File: src/logic/rxbsh_defines.svh
/*
  Constants for the receive buffer status handshake block: field positions,
  codes and baud timing. Assumes a 100 MHz core clock.
*/
// Functional notes
// - the device writes a nonzero status word when it has filled a buffer.
// - an improper host clear raises the receive error in the error status.
// - status zero means empty, and only the host writes that zero.
// - in FSK parallel mode one bit is sampled per baud at 1200, 300 or 75.
// - sync and HDLC modes report 1 to 8 valid bytes in bits 3:0.
// - HDLC mode puts an error code in 5:4, start in bit 6, end in bit 7.
// - no transmit exchange starts before the transmit start command.
// - after filling, the device writes status then pulses the interrupt.
// - the device checks a buffer is free right before it fills it.
`ifndef RXBSH_DEFINES_SVH
`define RXBSH_DEFINES_SVH
`define RXBSH_LEN_LSB 0
`define RXBSH_LEN_MSB 3
`define RXBSH_ERR_LSB 4
`define RXBSH_ERR_MSB 5
`define RXBSH_SFRM_BIT 6
`define RXBSH_EFRM_BIT 7
`define RXBSH_ERR_NONE 2'h0
`define RXBSH_ERR_CRC 2'h1
`define RXBSH_ERR_ALIGN 2'h2
`define RXBSH_ERR_ABORT 2'h3
`define RXBSH_MAX_BYTES 8
`define RXBSH_CLK_HZ 100000000
`define RXBSH_BAUD_HI 1200
`define RXBSH_BAUD_MID 300
`define RXBSH_BAUD_LO 75
`define RXBSH_RESET_STATUS 8'h00
`endif

File: src/logic/rxbsh_pkg.sv
/*
  Types for the receive buffer status handshake block.
  Assumes rxbsh_defines.svh is compiled alongside.
*/
package rxbsh_pkg;
  typedef enum logic [1:0] {
    RXBSH_SYNC = 2'h0,
    RXBSH_HDLC = 2'h1,
    RXBSH_FSK = 2'h3
  } rxbsh_mode_t;
  typedef enum logic [1:0] {
    RXBSH_B1200 = 2'h0,
    RXBSH_B300 = 2'h1,
    RXBSH_B75 = 2'h2
  } rxbsh_baud_t;
  typedef enum logic [1:0] {
    RXBSH_IDLE = 2'h0,
    RXBSH_FILL = 2'h1,
    RXBSH_POST = 2'h3
  } rxbsh_state_t;
endpackage

File: src/logic/rxbsh_baud.sv
/*
  Baud-rate bit sampler for FSK parallel receive: samples the line once per
  nominal baud period. Assumes a synchronised line and the 100 MHz clock.
*/
`timescale 1ns/1ns
`default_nettype none
`include "rxbsh_defines.svh"
module rxbsh_baud
  import rxbsh_pkg::*;
#(
  parameter int CLK_HZ = `RXBSH_CLK_HZ
) (
  input wire logic clk, // core clock
  input wire logic reset, // async reset
  input wire logic ce, // clock enable
  input wire logic run, // sampler active
  input wire rxbsh_pkg::rxbsh_baud_t baud, // selected rate
  input wire logic line, // synchronised data line
  output logic bit_stb, // one-cycle sample strobe
  output logic bit_val // sampled bit
);
  localparam int P_HI = CLK_HZ / `RXBSH_BAUD_HI;
  localparam int P_MID = CLK_HZ / `RXBSH_BAUD_MID;
  localparam int P_LO = CLK_HZ / `RXBSH_BAUD_LO;
  logic [21:0] cnt_r;
  logic [21:0] period;
  always_comb begin
    unique case (baud)
      RXBSH_B300: period = 22'(P_MID);
      RXBSH_B75: period = 22'(P_LO);
      default: period = 22'(P_HI);
    endcase
  end
  // counter restarts at half a period so samples land mid-bit
  always_ff @(posedge clk or posedge reset) begin
    if (reset) begin
      cnt_r <= 22'h0;
      bit_stb <= 1'b0;
      bit_val <= 1'b0;
    end else if (ce) begin
      bit_stb <= 1'b0;
      if (!run) begin
        cnt_r <= period >> 1;
      end else if (cnt_r == 22'h0) begin
        cnt_r <= period - 22'h1;
        bit_stb <= 1'b1;
        bit_val <= line;
      end else begin
        cnt_r <= cnt_r - 22'h1;
      end
    end
  end
endmodule
`default_nettype wire

File: src/logic/rxbsh_top.sv
/*
  Receive buffer status handshake: fills two alternating receive buffers,
  writes their status words into the shared memory, raises the buffer-full
  interrupt and flags improper clears by the host. Assumes the host port of
  the dual-port memory reports status writes on HOST_WR_* and the deframer
  delivers bytes on RX_BYTE_* with frame markers.
*/
`timescale 1ns/1ns
`default_nettype none
`include "rxbsh_defines.svh"
module rxbsh_top
  import rxbsh_pkg::*;
#(
  parameter int NBYTES = `RXBSH_MAX_BYTES,
  parameter int CLK_HZ = `RXBSH_CLK_HZ
) (
  input wire logic CLK, // core clock
  input wire logic RESET, // async reset, high
  input wire logic CE, // clock enable
  input wire rxbsh_pkg::rxbsh_mode_t MODE, // data format
  input wire rxbsh_pkg::rxbsh_baud_t BAUD, // fsk baud rate
  input wire logic FSK_LINE, // fsk data pin
  input wire logic RX_BYTE_VALID, // deframed byte ready
  input wire logic [7:0] RX_BYTE, // deframed byte
  input wire logic RX_FRAME_START, // byte opens a frame
  input wire logic RX_FRAME_END, // byte closes a frame
  input wire logic [1:0] RX_FRAME_ERR, // frame error code with end
  output logic RX_BYTE_READY, // deframer may send
  input wire logic HOST_WR, // host writes a status word
  input wire logic HOST_WR_SEL, // which status word
  input wire logic [7:0] HOST_WR_DATA, // value written
  input wire logic TRANSMIT_START_COMMAND, // host transmit command
  output logic TX_ENABLE, // transmit exchanges allowed
  output logic [7:0] RECEIVE_BUFFER0_STATUS, // status word 0
  output logic [7:0] RECEIVE_BUFFER1_STATUS, // status word 1
  output logic DATA_WE, // data byte write to memory
  output logic DATA_BUF, // buffer of that byte
  output logic [2:0] DATA_IDX, // byte index
  output logic [7:0] DATA_OUT, // byte value
  output logic RECEIVE_BUFFER_FULL_IRQ, // one-cycle full pulse
  output logic SYSTEM_ERROR_RX // receive error, sticky
);
  logic [7:0] status_r [2];
  rxbsh_state_t state_r;
  logic buf_r;
  logic [3:0] cnt_r;
  logic [7:0] stat_nxt;
  logic sfrm_r;
  logic err_r;
  logic [7:0] shift_r;
  logic [2:0] bits_r;
  logic line_s1_r;
  logic line_s2_r;
  logic bit_stb;
  logic bit_val;
  logic fsk;
  logic in_valid;
  logic [7:0] in_byte;
  logic full_now;
  logic dev_write;

  assign fsk = (MODE == RXBSH_FSK);
  assign RECEIVE_BUFFER0_STATUS = status_r[0];
  assign RECEIVE_BUFFER1_STATUS = status_r[1];
  assign RX_BYTE_READY = (state_r == RXBSH_FILL) && !fsk;

  // two-flop synchroniser for the fsk line pin
  always_ff @(posedge CLK or posedge RESET) begin
    if (RESET) begin
      line_s1_r <= 1'b0;
      line_s2_r <= 1'b0;
    end else if (CE) begin
      line_s1_r <= FSK_LINE;
      line_s2_r <= line_s1_r;
    end
  end

  rxbsh_baud #(.CLK_HZ(CLK_HZ)) u_baud (
    .clk(CLK),
    .reset(RESET),
    .ce(CE),
    .run(fsk),
    .baud(BAUD),
    .line(line_s2_r),
    .bit_stb(bit_stb),
    .bit_val(bit_val)
  );

  // fsk bits assembled lsb first into bytes
  always_ff @(posedge CLK or posedge RESET) begin
    if (RESET) begin
      shift_r <= 8'h00;
      bits_r <= 3'h0;
    end else if (CE && fsk && bit_stb) begin
      shift_r <= {bit_val, shift_r[7:1]};
      bits_r <= bits_r + 3'h1;
    end
  end

  // fsk bytes arriving with no free buffer are dropped, as on real line
  assign in_valid = fsk ? (bit_stb && bits_r == 3'h7) : RX_BYTE_VALID;
  assign in_byte = fsk ? {bit_val, shift_r[7:1]} : RX_BYTE;
  assign full_now = (state_r == RXBSH_FILL) && in_valid &&
                    ((cnt_r == 4'(NBYTES - 1)) ||
                     (MODE == RXBSH_HDLC && RX_FRAME_END));

  // status word assembled from count and hdlc frame fields
  always_comb begin
    stat_nxt = `RXBSH_RESET_STATUS;
    stat_nxt[`RXBSH_LEN_MSB:`RXBSH_LEN_LSB] = cnt_r + 4'h1;
    if (MODE == RXBSH_HDLC) begin
      stat_nxt[`RXBSH_SFRM_BIT] = sfrm_r | RX_FRAME_START;
      stat_nxt[`RXBSH_EFRM_BIT] = RX_FRAME_END;
      if (RX_FRAME_END) begin
        stat_nxt[`RXBSH_ERR_MSB:`RXBSH_ERR_LSB] = RX_FRAME_ERR;
      end
    end
  end

  // fill sequencer: wait free, fill, post status
  always_ff @(posedge CLK or posedge RESET) begin
    if (RESET) begin
      state_r <= RXBSH_IDLE;
      buf_r <= 1'b0;
      cnt_r <= 4'h0;
      sfrm_r <= 1'b0;
    end else if (CE) begin
      unique case (state_r)
        RXBSH_IDLE: begin
          // free check just before filling
          if (status_r[buf_r] == 8'h00) begin
            state_r <= RXBSH_FILL;
            cnt_r <= 4'h0;
            sfrm_r <= 1'b0;
          end
        end
        RXBSH_FILL: begin
          if (full_now) begin
            state_r <= RXBSH_POST;
          end else if (in_valid) begin
            cnt_r <= cnt_r + 4'h1;
            if (cnt_r == 4'h0 && RX_FRAME_START && MODE == RXBSH_HDLC) begin
              sfrm_r <= 1'b1;
            end
          end
        end
        RXBSH_POST: begin
          state_r <= RXBSH_IDLE;
          buf_r <= ~buf_r;
        end
      endcase
    end
  end

  assign dev_write = CE && full_now;

  // status words: device posts nonzero, host clears to zero
  always_ff @(posedge CLK or posedge RESET) begin
    if (RESET) begin
      status_r[0] <= `RXBSH_RESET_STATUS;
      status_r[1] <= `RXBSH_RESET_STATUS;
    end else if (CE) begin
      if (HOST_WR && HOST_WR_DATA == 8'h00) begin
        status_r[HOST_WR_SEL] <= 8'h00;
      end
      // device write is later so it wins a same-cycle clash
      if (full_now) begin
        status_r[buf_r] <= stat_nxt;
      end
    end
  end

  // improper clear: nonzero write, or clearing an already empty word
  always_ff @(posedge CLK or posedge RESET) begin
    if (RESET) begin
      err_r <= 1'b0;
    end else if (CE && HOST_WR) begin
      if (HOST_WR_DATA != 8'h00 || status_r[HOST_WR_SEL] == 8'h00) begin
        err_r <= 1'b1;
      end
    end
  end
  assign SYSTEM_ERROR_RX = err_r;

  // data port writes as bytes arrive, and interrupt one cycle after status posting
  always_ff @(posedge CLK or posedge RESET) begin
    if (RESET) begin
      DATA_WE <= 1'b0;
      DATA_BUF <= 1'b0;
      DATA_IDX <= 3'h0;
      DATA_OUT <= 8'h00;
      RECEIVE_BUFFER_FULL_IRQ <= 1'b0;
    end else if (CE) begin
      DATA_WE <= (state_r == RXBSH_FILL) && in_valid;
      DATA_BUF <= buf_r;
      DATA_IDX <= cnt_r[2:0];
      DATA_OUT <= in_byte;
      RECEIVE_BUFFER_FULL_IRQ <= (state_r == RXBSH_POST);
    end
  end

  // transmit gate opens only on the host command
  always_ff @(posedge CLK or posedge RESET) begin
    if (RESET) begin
      TX_ENABLE <= 1'b0;
    end else if (CE && TRANSMIT_START_COMMAND) begin
      TX_ENABLE <= 1'b1;
    end
  end
endmodule
`default_nettype wire

File: config.mk
export PLATFORM = sky130hd
export DESIGN_NAME = rxbsh_top
export DESIGN_NICKNAME = d
export VERILOG_FILES = /design/src/logic/rxbsh_pkg.sv /design/src/logic/rxbsh_baud.sv /design/src/logic/rxbsh_top.sv
export VERILOG_INCLUDE_DIRS = /design/src /design/src/logic
export SDC_FILE = /design/constraint.sdc
export NUM_CORES = 1
export LEC_CHECK = 0
export ABC_AREA = 1
export BUFFER_PORTS_ARGS = -buffer_cell sky130_fd_sc_hd__buf_4
export CAP_MARGIN = 20
export CORE_ASPECT_RATIO = 1.5
export CORE_MARGIN = 1.5
export CORE_UTILIZATION = 35
export DETAILED_ROUTE_END_ITERATION = 7
export PLACE_DENSITY_LB_ADDON = 0.2
export SLEW_MARGIN = 20
export SYNTH_ARGS = -nofsm -noshare
export SYNTH_HDL_FRONTEND = slang
export SYNTH_SLANG_ARGS = --single-unit
File: constraint.sdc
create_clock -name CLK -period 2.9 [get_ports CLK]
set_input_delay 0.725 -clock CLK [delete_from_list [all_inputs] [get_ports CLK]]
set_output_delay 0.725 -clock CLK [all_outputs]
set_load 0.02 [all_outputs]
==> impl_metrics.ini, run 1 <==
[clock_tree]
cts.clk_slew.worst_paths_ns = 0.07
cts_setup_buffers = 0
cts.repair.resized = 0
max-clock-path-buffers = 2
numCtsBuffers = 9
clock_sinks = 76
hold_buffers = 0
clk_latency_ns = 0.35
root_buffer = clkbuf_16
htree_num_levels = 3
cts_tree = built

[sta]
fin_skew_ns = 0.00771
max_freq_mhz = 432
maxSlewViolCount = 0
min_period_ns = 2.31
holdWs_ns = 0.455
rsz0062_at_grt = no
setup_tns_ns = 0
setup_slack_ns = 0.588
setup_viol = 0
relSlewSlack = 0.582
finalHoldViolCount = 0
period_share = 0.797
worst_slew_pin_slew_ns = 0.621

[synth]
seq_area_frac_synth = 0.456
synthMuxAreaShare = 0.0108
synth_fp_nets = 560
yosys.area.top_type = dfrtp_1
synth_fa_ha_area_frac = 0.0210
synth_most_common_cell = nand2_1
avgSynthCellArea_sq_um = 8.01
synth_top_area_share = 0.456
synth_compound_area_frac = 0.119
synthXorXnorAreaFrac = 0.0210
synth-async-reset-ratio = 1.00
synthCells = 521
synth_simple_gate_area_frac = 0.289
synthTopCellsByArea = dfrtp_1 46%, nand2_1 10%, inv_1 6.5%
ys_seq_elements = 76
synth_top_family_by_area = simple AND/OR/NAND/NOR gates
yosysWarnings = 0
synth_edf_count = 0
syn_area_sq_um = 4170
synth_common_cells = 114 x nand2_1, 76 x dfrtp_1, 72 x inv_1, 51 x nor2_1, 32 x nand3_1
yosysUniqueCellTypes = 40
ys.flop_type = dfrtp_1

[setup_path]
slowest_stage = dfrtp_1
cp-start-kind = flip-flop
r2r_start = u_baud.cnt_r[15]
path_cells = nor2_1, nand2_2, nor2_8, nand3_4, nand2_1, inv_1, ha_1, inv_1, nor2_1, nand2_2, nor2_2, nor3_1, o21ai_0
arrival_ns = 2.53
r2r-end = u_baud.cnt_r[8]
reg2reg_slack_ns = 0.59
cp.required_ns = 3.12
worst-r2r-cell-count = 13
worst_setup_path_end_kind = flip-flop
crit_type = flip-flop to flip-flop
max_stage_delay_ns = 0.44
critPathMaxFanout = 8

[die]
die_h_microns = 137
die_w_microns = 92.2
rows = 48
initial_core_util = 0.360
core_area_sq_um = 11600
die_area_sq_um = 12600
design.portCount = 65

[grt]
grt_overflow_total = 0
track_usage = 0.194
grt_max_degree = 77
grt_pass1_wl_mm = 18.8
grt_pass1_vias = 3839
antenna_found_initial = 0

[route]
drt_iter0_markers = 210
vias_per_cell = 5.03
drcViolationCount = 0
vias = 3755
wl_mm = 11.4
wl_per_cell_microns = 15.2
dr.pass1.iters = 4
antenna_left = 0

[power]
netSwitchingPower_uw = 1340
ir_drop_mv = 0.474
clockPowerShare = 0.315
comb_power_share = 0.299
p_per_area_nw_per_um2 = 720
seq_power_share = 0.385
internal-power_uw = 2380
switching_share = 0.361
leakagePower_uw = 0.00261
fin_total_pwr_uw = 3720

[run]
maxCapViolations = 0

[hold_path]
hold_class = flip-flop to flip-flop
min_to = TX_ENABLE
hold_start = TX_ENABLE
whs_path_depth = 1

[final_layout]
fill_cells = 1142
drive_above_1_share = 0.218
final_nets = 631
area_delta_synth_final_pct = 23.8
layout.cells.non_filler = 747
diodes = 0

[place]
dp_hpwl_mm = 8.17
port_buffers = 64
dp.cells = 731
pre_cts_ws_ns = 0.432
place.gp.congestion = 0.971

[outcome]
status = finished clean
[power by group through the flow]
stage               combinational (uW)  clock, uW  sequential [uW]
floorplan                          502          0             1600
global placement                  1100          0             1450
detailed placement                1120          0             1450
CTS                               1120       1180             1430
global route                      1230       1230             1460
finish                            1110       1170             1430
[worst max-delay path: cells and delay by family, from the launching register on]
| kind | cells | cell delay (ns) |
|---|---|---|
| adders and majority gates | 1 | 0.20 |
| buffers and inverters | 2 | 0.16 |
| AOI/OAI and AO/OA | 1 | 0.12 |
| and+or+nand+nor | 9 | 1.26 |
| DFF | 1 | 0.44 |
[kinds of logic after synthesis]
group	after synthesis
AO/OA/AOI/OAI	86
multiplexers	4
buffers and inverters	91
AND/OR/NAND/NOR	247
flip-flops	76
adder cells (fa/ha/maj)	7
XOR/XNOR	10
[cell type report]
cell class / count / area, sq um / area share
Clock buffer: 10 / 229 / 0.0443
Timing Repair Buffer: 72 / 553 / 0.107
Sequential cell: 76 / 1900 / 0.368
Multi-Input combinational cell: 354 / 1930 / 0.373
Inverter: 79 / 297 / 0.0574
Clock inverter: 6 / 72.6 / 0.0140
Tap cell: 150 / 188 / 0.0363
[how the worst max path moves through the flow]
stage / from / to / slack, ns
after CTS: u_baud.cnt_r[15] / u_baud.cnt_r[8] / 0.58
after floorplan: RESET / DATA_BUF / 0.24
after global routing: u_baud.cnt_r[15] / u_baud.cnt_r[10] / 0.36
final: u_baud.cnt_r[15] / u_baud.cnt_r[8] / 0.59
after global placement: BAUD[0] / u_baud.cnt_r[8] / 0.47
after detailed placement: BAUD[0] / u_baud.cnt_r[8] / 0.43
[sequential cells by signal, summed over array words and instances (netlist names), 2 cells and up]
signal                  flops
DATA_OUT                    8
state_r                     2
bits_r                      3
RECEIVE_BUFFER0_STATUS      8
DATA_IDX                    3
shift_r                     7
u_baud.cnt_r               22
cnt_r                       4
RECEIVE_BUFFER1_STATUS      8
[stage by stage]
step	utilization	area, sq um
final	0.446	5170
after global routing	0.446	5170
after CTS	0.446	5170
after detailed placement	0.420	4860
after global placement	0.420	4860
after floorplan	-	4170
[routing by layer]
metal | wire length, microns | up-vias | global-route usage
li1 | - | 1842 | -
met1 | 4700 | 1783 | 0.227
met2 | 5830 | 107 | 0.335
met3 | 535 | 23 | 0.0406
met4 | 326 | 0 | 0.0966
met5 | 0 | - | 0
[layout by cell type (no fill, tap or decap), types with 9 or more instances in the layout]
master / synthesis / final
nand2_1: 114 / 114
dfrtp_1: 76 / 76
inv_1: 72 / 71
buf_4: 0 / 71
nor2_1: 51 / 51
nand3_1: 32 / 32
a21oi_1: 26 / 26
o21ai_0: 22 / 22
o22ai_1: 21 / 21
nand4_1: 12 / 12
clkbuf_16: 0 / 9
Power figures use the tool's default switching activity.
==> run 2, diff against run 1 <==
==> constraint.sdc (replaced) <==
create_clock -name CLK -period 1.95 [get_ports CLK]
set_input_delay 0.4875 -clock CLK [delete_from_list [all_inputs] [get_ports CLK]]
set_output_delay 0.4875 -clock CLK [all_outputs]
set_load 0.02 [all_outputs]
==> run 2 against run 1 <==
The run now ends with setup timing left. Critical endpoint is now u_baud.cnt_r[17]. Via count rose by 8.0%. Sequential cell count unchanged. Die area did not move. Final cell count is 10% higher. Combinational power increased by 73%. Power rose by 55%. Final area is 16% higher. Sequential power increased by 48%. Sequential share of layout area decreased by 5.0 points. Largest cell class unchanged.
==> impl_metrics.ini, run 2 (synthesis gave the netlist of run 1 again) <==
[outcome]
status = finished with violations
violations = setup timing

[power]
fin_total_pwr_uw = 5760
seq_power_share = 0.369
internal-power_uw = 3720
ir_drop_mv = 0.772
netSwitchingPower_uw = 2040
switching_share = 0.354
clockPowerShare = 0.297
comb_power_share = 0.334
p_per_area_nw_per_um2 = 964
leakagePower_uw = 0.00300

[sta]
setup_tns_ns = -0.263
worst_slew_pin_slew_ns = 0.444
rsz0062_at_grt = yes
setup_slack_ns = -0.0568
period_share = 1.03
maxSlewViolCount = 0
min_period_ns = 2.01
setup_viol = 8
fin_skew_ns = 0.00851
holdWs_ns = 0.258
max_freq_mhz = 498
relSlewSlack = 0.702
finalHoldViolCount = 0

[route]
dr.pass1.iters = 4
vias = 4056
wl_mm = 12.1
drt_iter0_markers = 277
antenna_left = 0
wl_per_cell_microns = 14.7
vias_per_cell = 4.93
drcViolationCount = 0

[grt]
antenna_found_initial = 0
grt_pass1_vias = 4176
grt_pass1_wl_mm = 19.8
grt_overflow_total = 0
grt_max_degree = 77
track_usage = 0.203

[final_layout]
fin_util = 0.515
largest_reg_flops = 22
area_delta_synth_final_pct = 43.1
final_nets = 706
layout_commonest_cell = buf_4
top_register = u_baud.cnt_r
diodes = 0
drive_above_1_share = 0.372
final_cell_mix = 137 x buf_4, 100 x nand2_1, 76 x dfrtp_1, 67 x inv_1, 35 x nor2_1

[clock_tree]
htree_num_levels = 3
max-clock-path-buffers = 2
clk_latency_ns = 0.34
numCtsBuffers = 9
root_buffer = clkbuf_16
hold_buffers = 0
cts_tree = built
clock_sinks = 76
cts.clk_slew.worst_paths_ns = 0.06

[die]
core_area_sq_um = 11600
initial_core_util = 0.360
die_w_microns = 92.2
die_h_microns = 137
die_area_sq_um = 12600
design.portCount = 65
rows = 48

[setup_path]
worst_setup_path_end_kind = flip-flop
arrival_ns = 2.28
critPathMaxFanout = 5
cp.required_ns = 2.22
crit_type = flip-flop to flip-flop
cp-start-kind = flip-flop

[place]
port_buffers = 64
place.gp.congestion = 0.973
dp_hpwl_mm = 8.79

[hold_path]
hold_class = input pin to async pin

[run]
maxCapViolations = 0
==> run 2: final cells by class <==
cell class                      instances  area, sq um
Clock buffer                           10          229
Timing Repair Buffer                  146         1140
Clock inverter                          6         73.8
Multi-Input combinational cell        355         2130
Fill cell                            1116         5620
Sequential cell                        76         1900
Inverter                               79          305
Tap cell                              150          188
==> run 2: metal layers <==
layer / share of wire / routed length [microns] / up-vias / GRT usage
li1: - / - / 1995 / -
met1: 0.40 / 4860 / 1919 / 0.231
met2: 0.53 / 6360 / 110 / 0.365
met3: 0.035 / 423 / 32 / 0.0278
met4: 0.035 / 426 / 0 / 0.107
met5: 0 / 0 / - / 0
==> run 2: worst max-delay path, stage by stage (launching register included) <==
cell and delay [ns]:
dfrtp_1 0.38, nor2_2 0.16, nand2_2 0.11, nor2_8 0.21, buf_6 0.14, nand4_1 0.18, nand2_2 0.15, buf_6 0.11
nor2_2 0.03, nand2_1 0.08, nor2_1 0.06, nand3_1 0.06, nand2_1 0.05, nand2_1 0.05, nand2_1 0.06, a21oi_2 0.11
==> run 2: power by group through the flow <==
stage          sequential, uW  combinational [uW]  clock [uW]
4_1_cts                  2120                1850        1740
2_1_floorplan            2380                 747           0
3_5_place_dp             2140                1820           0
5_1_grt                  2170                2100        1800
3_3_place_gp             2140                1810           0
6_report                 2120                1920        1710
==> run 2: what timing repair did <==
item                                    in CTS  in global routing
setup buffers                                1                  8
pin swaps                                    6                 24
gates cloned                                 0                  1
endpoints found under the setup margin      19                 41
resized for setup                           19                 57
hold endpoints to repair                     0                  0
==> run 2: final timing paths <==
| path | from | to | cells after the start | slack (ns) |
|---|---|---|---|---|
| worst max-delay path | u_baud.cnt_r[18] | u_baud.cnt_r[17] | 15 | -0.06 |
| worst min-delay path | RESET | TX_ENABLE | 3 | 0.26 |
| worst max register to register | u_baud.cnt_r[18] | u_baud.cnt_r[17] | 15 | -0.06 |
| worst min register to register | TX_ENABLE | TX_ENABLE | 1 | 0.46 |
| max in group asynchronous | RESET | shift_r[2] | 3 | 1.37 |
| min in group CLK | TRANSMIT_START_COMMAND | TX_ENABLE | 2 | 0.36 |
==> run 2: per-stage QoR <==
step	std cells	worst slack [ns]	instance area, sq um
2_1_floorplan	521	0.0765	4180
3_3_place_gp	796	-0.192	5360
3_5_place_dp	796	-0.219	5360
4_1_cts	813	-0.0520	5720
5_1_grt	822	-0.151	5970
6_report	822	-0.0568	5970
==> run 3, diff against run 2 <==
--- a/config.mk
+++ b/config.mk
@@ -13,6 +13,7 @@
 export CORE_MARGIN = 1.5
 export CORE_UTILIZATION = 35
 export DETAILED_ROUTE_END_ITERATION = 7
+export MAX_ROUTING_LAYER = met4
 export PLACE_DENSITY_LB_ADDON = 0.2
 export SLEW_MARGIN = 20
 export SYNTH_ARGS = -nofsm -noshare
==> constraint.sdc (replaced) <==
create_clock -name CLK -period 2.28 [get_ports CLK]
set_input_delay 0.57 -clock CLK [delete_from_list [all_inputs] [get_ports CLK]]
set_output_delay 0.57 -clock CLK [all_outputs]
set_load 0.02 [all_outputs]
==> run 3 against run 2 <==
The flow now finishes without violations. Worst setup slack better by 0.19 ns. Wire length is 5.3% lower. Die area stayed put. Sequential share of layout area is 3.7 points higher. Count of clock-buffer cells in the layout is 1 higher.
==> impl_metrics.ini, run 3 (synthesis gave the netlist of run 1 again) <==
[outcome]
status = finished clean

[route]
dr.pass1.iters = 5
met2_length_mm = 5.88
drt_iter0_markers = 236
drt-met1-wl_mm = 4.67
wl_mm = 11.4
vias = 3768
wl_per_cell_microns = 14.9
dr_wl_met3_microns = 525
vias_per_cell = 4.91
drcViolationCount = 0
top_layer_used = met4
antenna_left = 0

[clock_tree]
max-clock-path-buffers = 2
clock_sinks = 76
cts.clk_slew.worst_paths_ns = 0.06
root_buffer = clkbuf_16
cts_tree = built
htree_num_levels = 3
numCtsBuffers = 9
clk_latency_ns = 0.34
hold_buffers = 0

[setup_path]
r2r-end = u_baud.cnt_r[10]
worst-r2r-cell-count = 15
worst-path-stages = 15
cp.required_ns = 2.51
arrival_ns = 2.37
slowest_stage = dfrtp_1
max_stage_delay_ns = 0.41
reg2reg_slack_ns = 0.13
critPathMaxFanout = 7
worst-path-buf-inv = 2
crit_type = flip-flop to flip-flop
crit_family = simple AND/OR/NAND/NOR gates
cp-start-kind = flip-flop
path_cells = nor2_1, nand2_2, nor2_8, nand3_4, nand2_2, inv_1, ha_1, inv_1, nor2_1, nand2_2, nor2_2, nand2_1, nand3_1, nand2_1, o21ai_2
crit_start = u_baud.cnt_r[19]
crit_end = u_baud.cnt_r[10]
r2r_start = u_baud.cnt_r[19]
crit_top_cell = nand2_2
worst_setup_path_end_kind = flip-flop

[grt]
grt_pass1_vias = 3873
grt_overflow_total = 0
antenna_found_initial = 0
grt_max_degree = 77
grt_pass1_wl_mm = 18.6
track_usage = 0.197

[place]
place.gp.congestion = 0.958
pre_cts_ws_ns = 0.0401
port_buffers = 64
dp_hpwl_mm = 8.52

[final_layout]
top_register = u_baud.cnt_r
diodes = 0
final_cell_mix = 112 x nand2_1, 91 x buf_4, 75 x dfrtp_1, 71 x inv_1, 50 x nor2_1
drive_above_1_share = 0.251
final_nets = 652
largest_reg_flops = 22
layout_commonest_cell = nand2_1
area_delta_synth_final_pct = 28.2

[power]
ir_drop_mv = 0.622
comb_power_share = 0.308
leakagePower_uw = 0.00271
seq_power_share = 0.384
p_per_area_nw_per_um2 = 884
netSwitchingPower_uw = 1630
switching_share = 0.344
clockPowerShare = 0.308
internal-power_uw = 3100

[hold_path]
hold_class = input pin to async pin

[sta]
relSlewSlack = 0.688
setup_slack_ns = 0.135
fin_skew_ns = 0.00653
setup_tns_ns = 0
min_period_ns = 2.15
setup_viol = 0
worst_slew_pin_slew_ns = 0.467
period_share = 0.941
finalHoldViolCount = 0
max_freq_mhz = 466
rsz0062_at_grt = no
maxSlewViolCount = 0

[die]
rows = 48
die_h_microns = 137
initial_core_util = 0.360
die_area_sq_um = 12600
die_w_microns = 92.2
core_area_sq_um = 11600
design.portCount = 65

[run]
maxCapViolations = 0
run 3: area by class of cell:
class / count / area, sq um
sequential: 76 / 1900
timing repair buffer: 93 / 723
fill: 1154 / 6240
inverter: 79 / 300
tap: 150 / 188
clock buffer: 11 / 253
multi-input combinational: 354 / 1930
clock inverter: 4 / 48.8
run 3: metal layers:
layer,track usage,up-vias
li1,-,1877
met4,0.0821,0
met2,0.350,96
met1,0.218,1768
met5,-,-
met3,0.0311,27
run 3: repair_timing:
action	in CTS	in global routing
gates resized for setup	0	5
endpoints found under the setup margin	0	3
setup buffers	0	8
run 3: worst reg2reg max path, stage by stage (launching register included):
cell	delay (ns)
dfrtp_1	0.41
nor2_1	0.17
nand2_2	0.11
nor2_8	0.16
nand3_4	0.16
nand2_2	0.10
inv_1	0.07
ha_1	0.22
inv_1	0.10
nor2_1	0.09
nand2_2	0.11
nor2_2	0.05
nand2_1	0.05
nand3_1	0.08
nand2_1	0.10
o21ai_2	0.06
run 3: per-stage QoR:
step | cell area (sq um) | util | std cells | total power [uW] | hold WS [ns]
floorplan | 4180 | - | 521 | 2680 | 0.442
global placement | 4980 | 0.430 | 744 | 3280 | 0.441
detailed placement | 4980 | 0.430 | 744 | 3290 | 0.449
CTS | 5280 | 0.456 | 759 | 4770 | 0.373
global route | 5350 | 0.461 | 767 | 4990 | 0.400
finish | 5350 | 0.461 | 767 | 4730 | 0.332
run 3: worst min-delay path by stage:
stage / start / endpoint / slack (ns)
floorplan: line_s1_r / line_s1_r / 0.44
global placement: TX_ENABLE / TX_ENABLE / 0.44
detailed placement: TX_ENABLE / TX_ENABLE / 0.45
CTS: RESET / sfrm_r / 0.37
global route: RESET / TX_ENABLE / 0.40
finish: RESET / TX_ENABLE / 0.33
run 3: power groups by stage:
stage                     Sequential (uW)  Clock [uW]  Combinational, uW
after floorplan                      2040           0                639
after CTS                            1820        1490               1460
after global routing                 1850        1540               1600
final                                1810        1460               1460
after global placement               1830           0               1440
after detailed placement             1830           0               1460
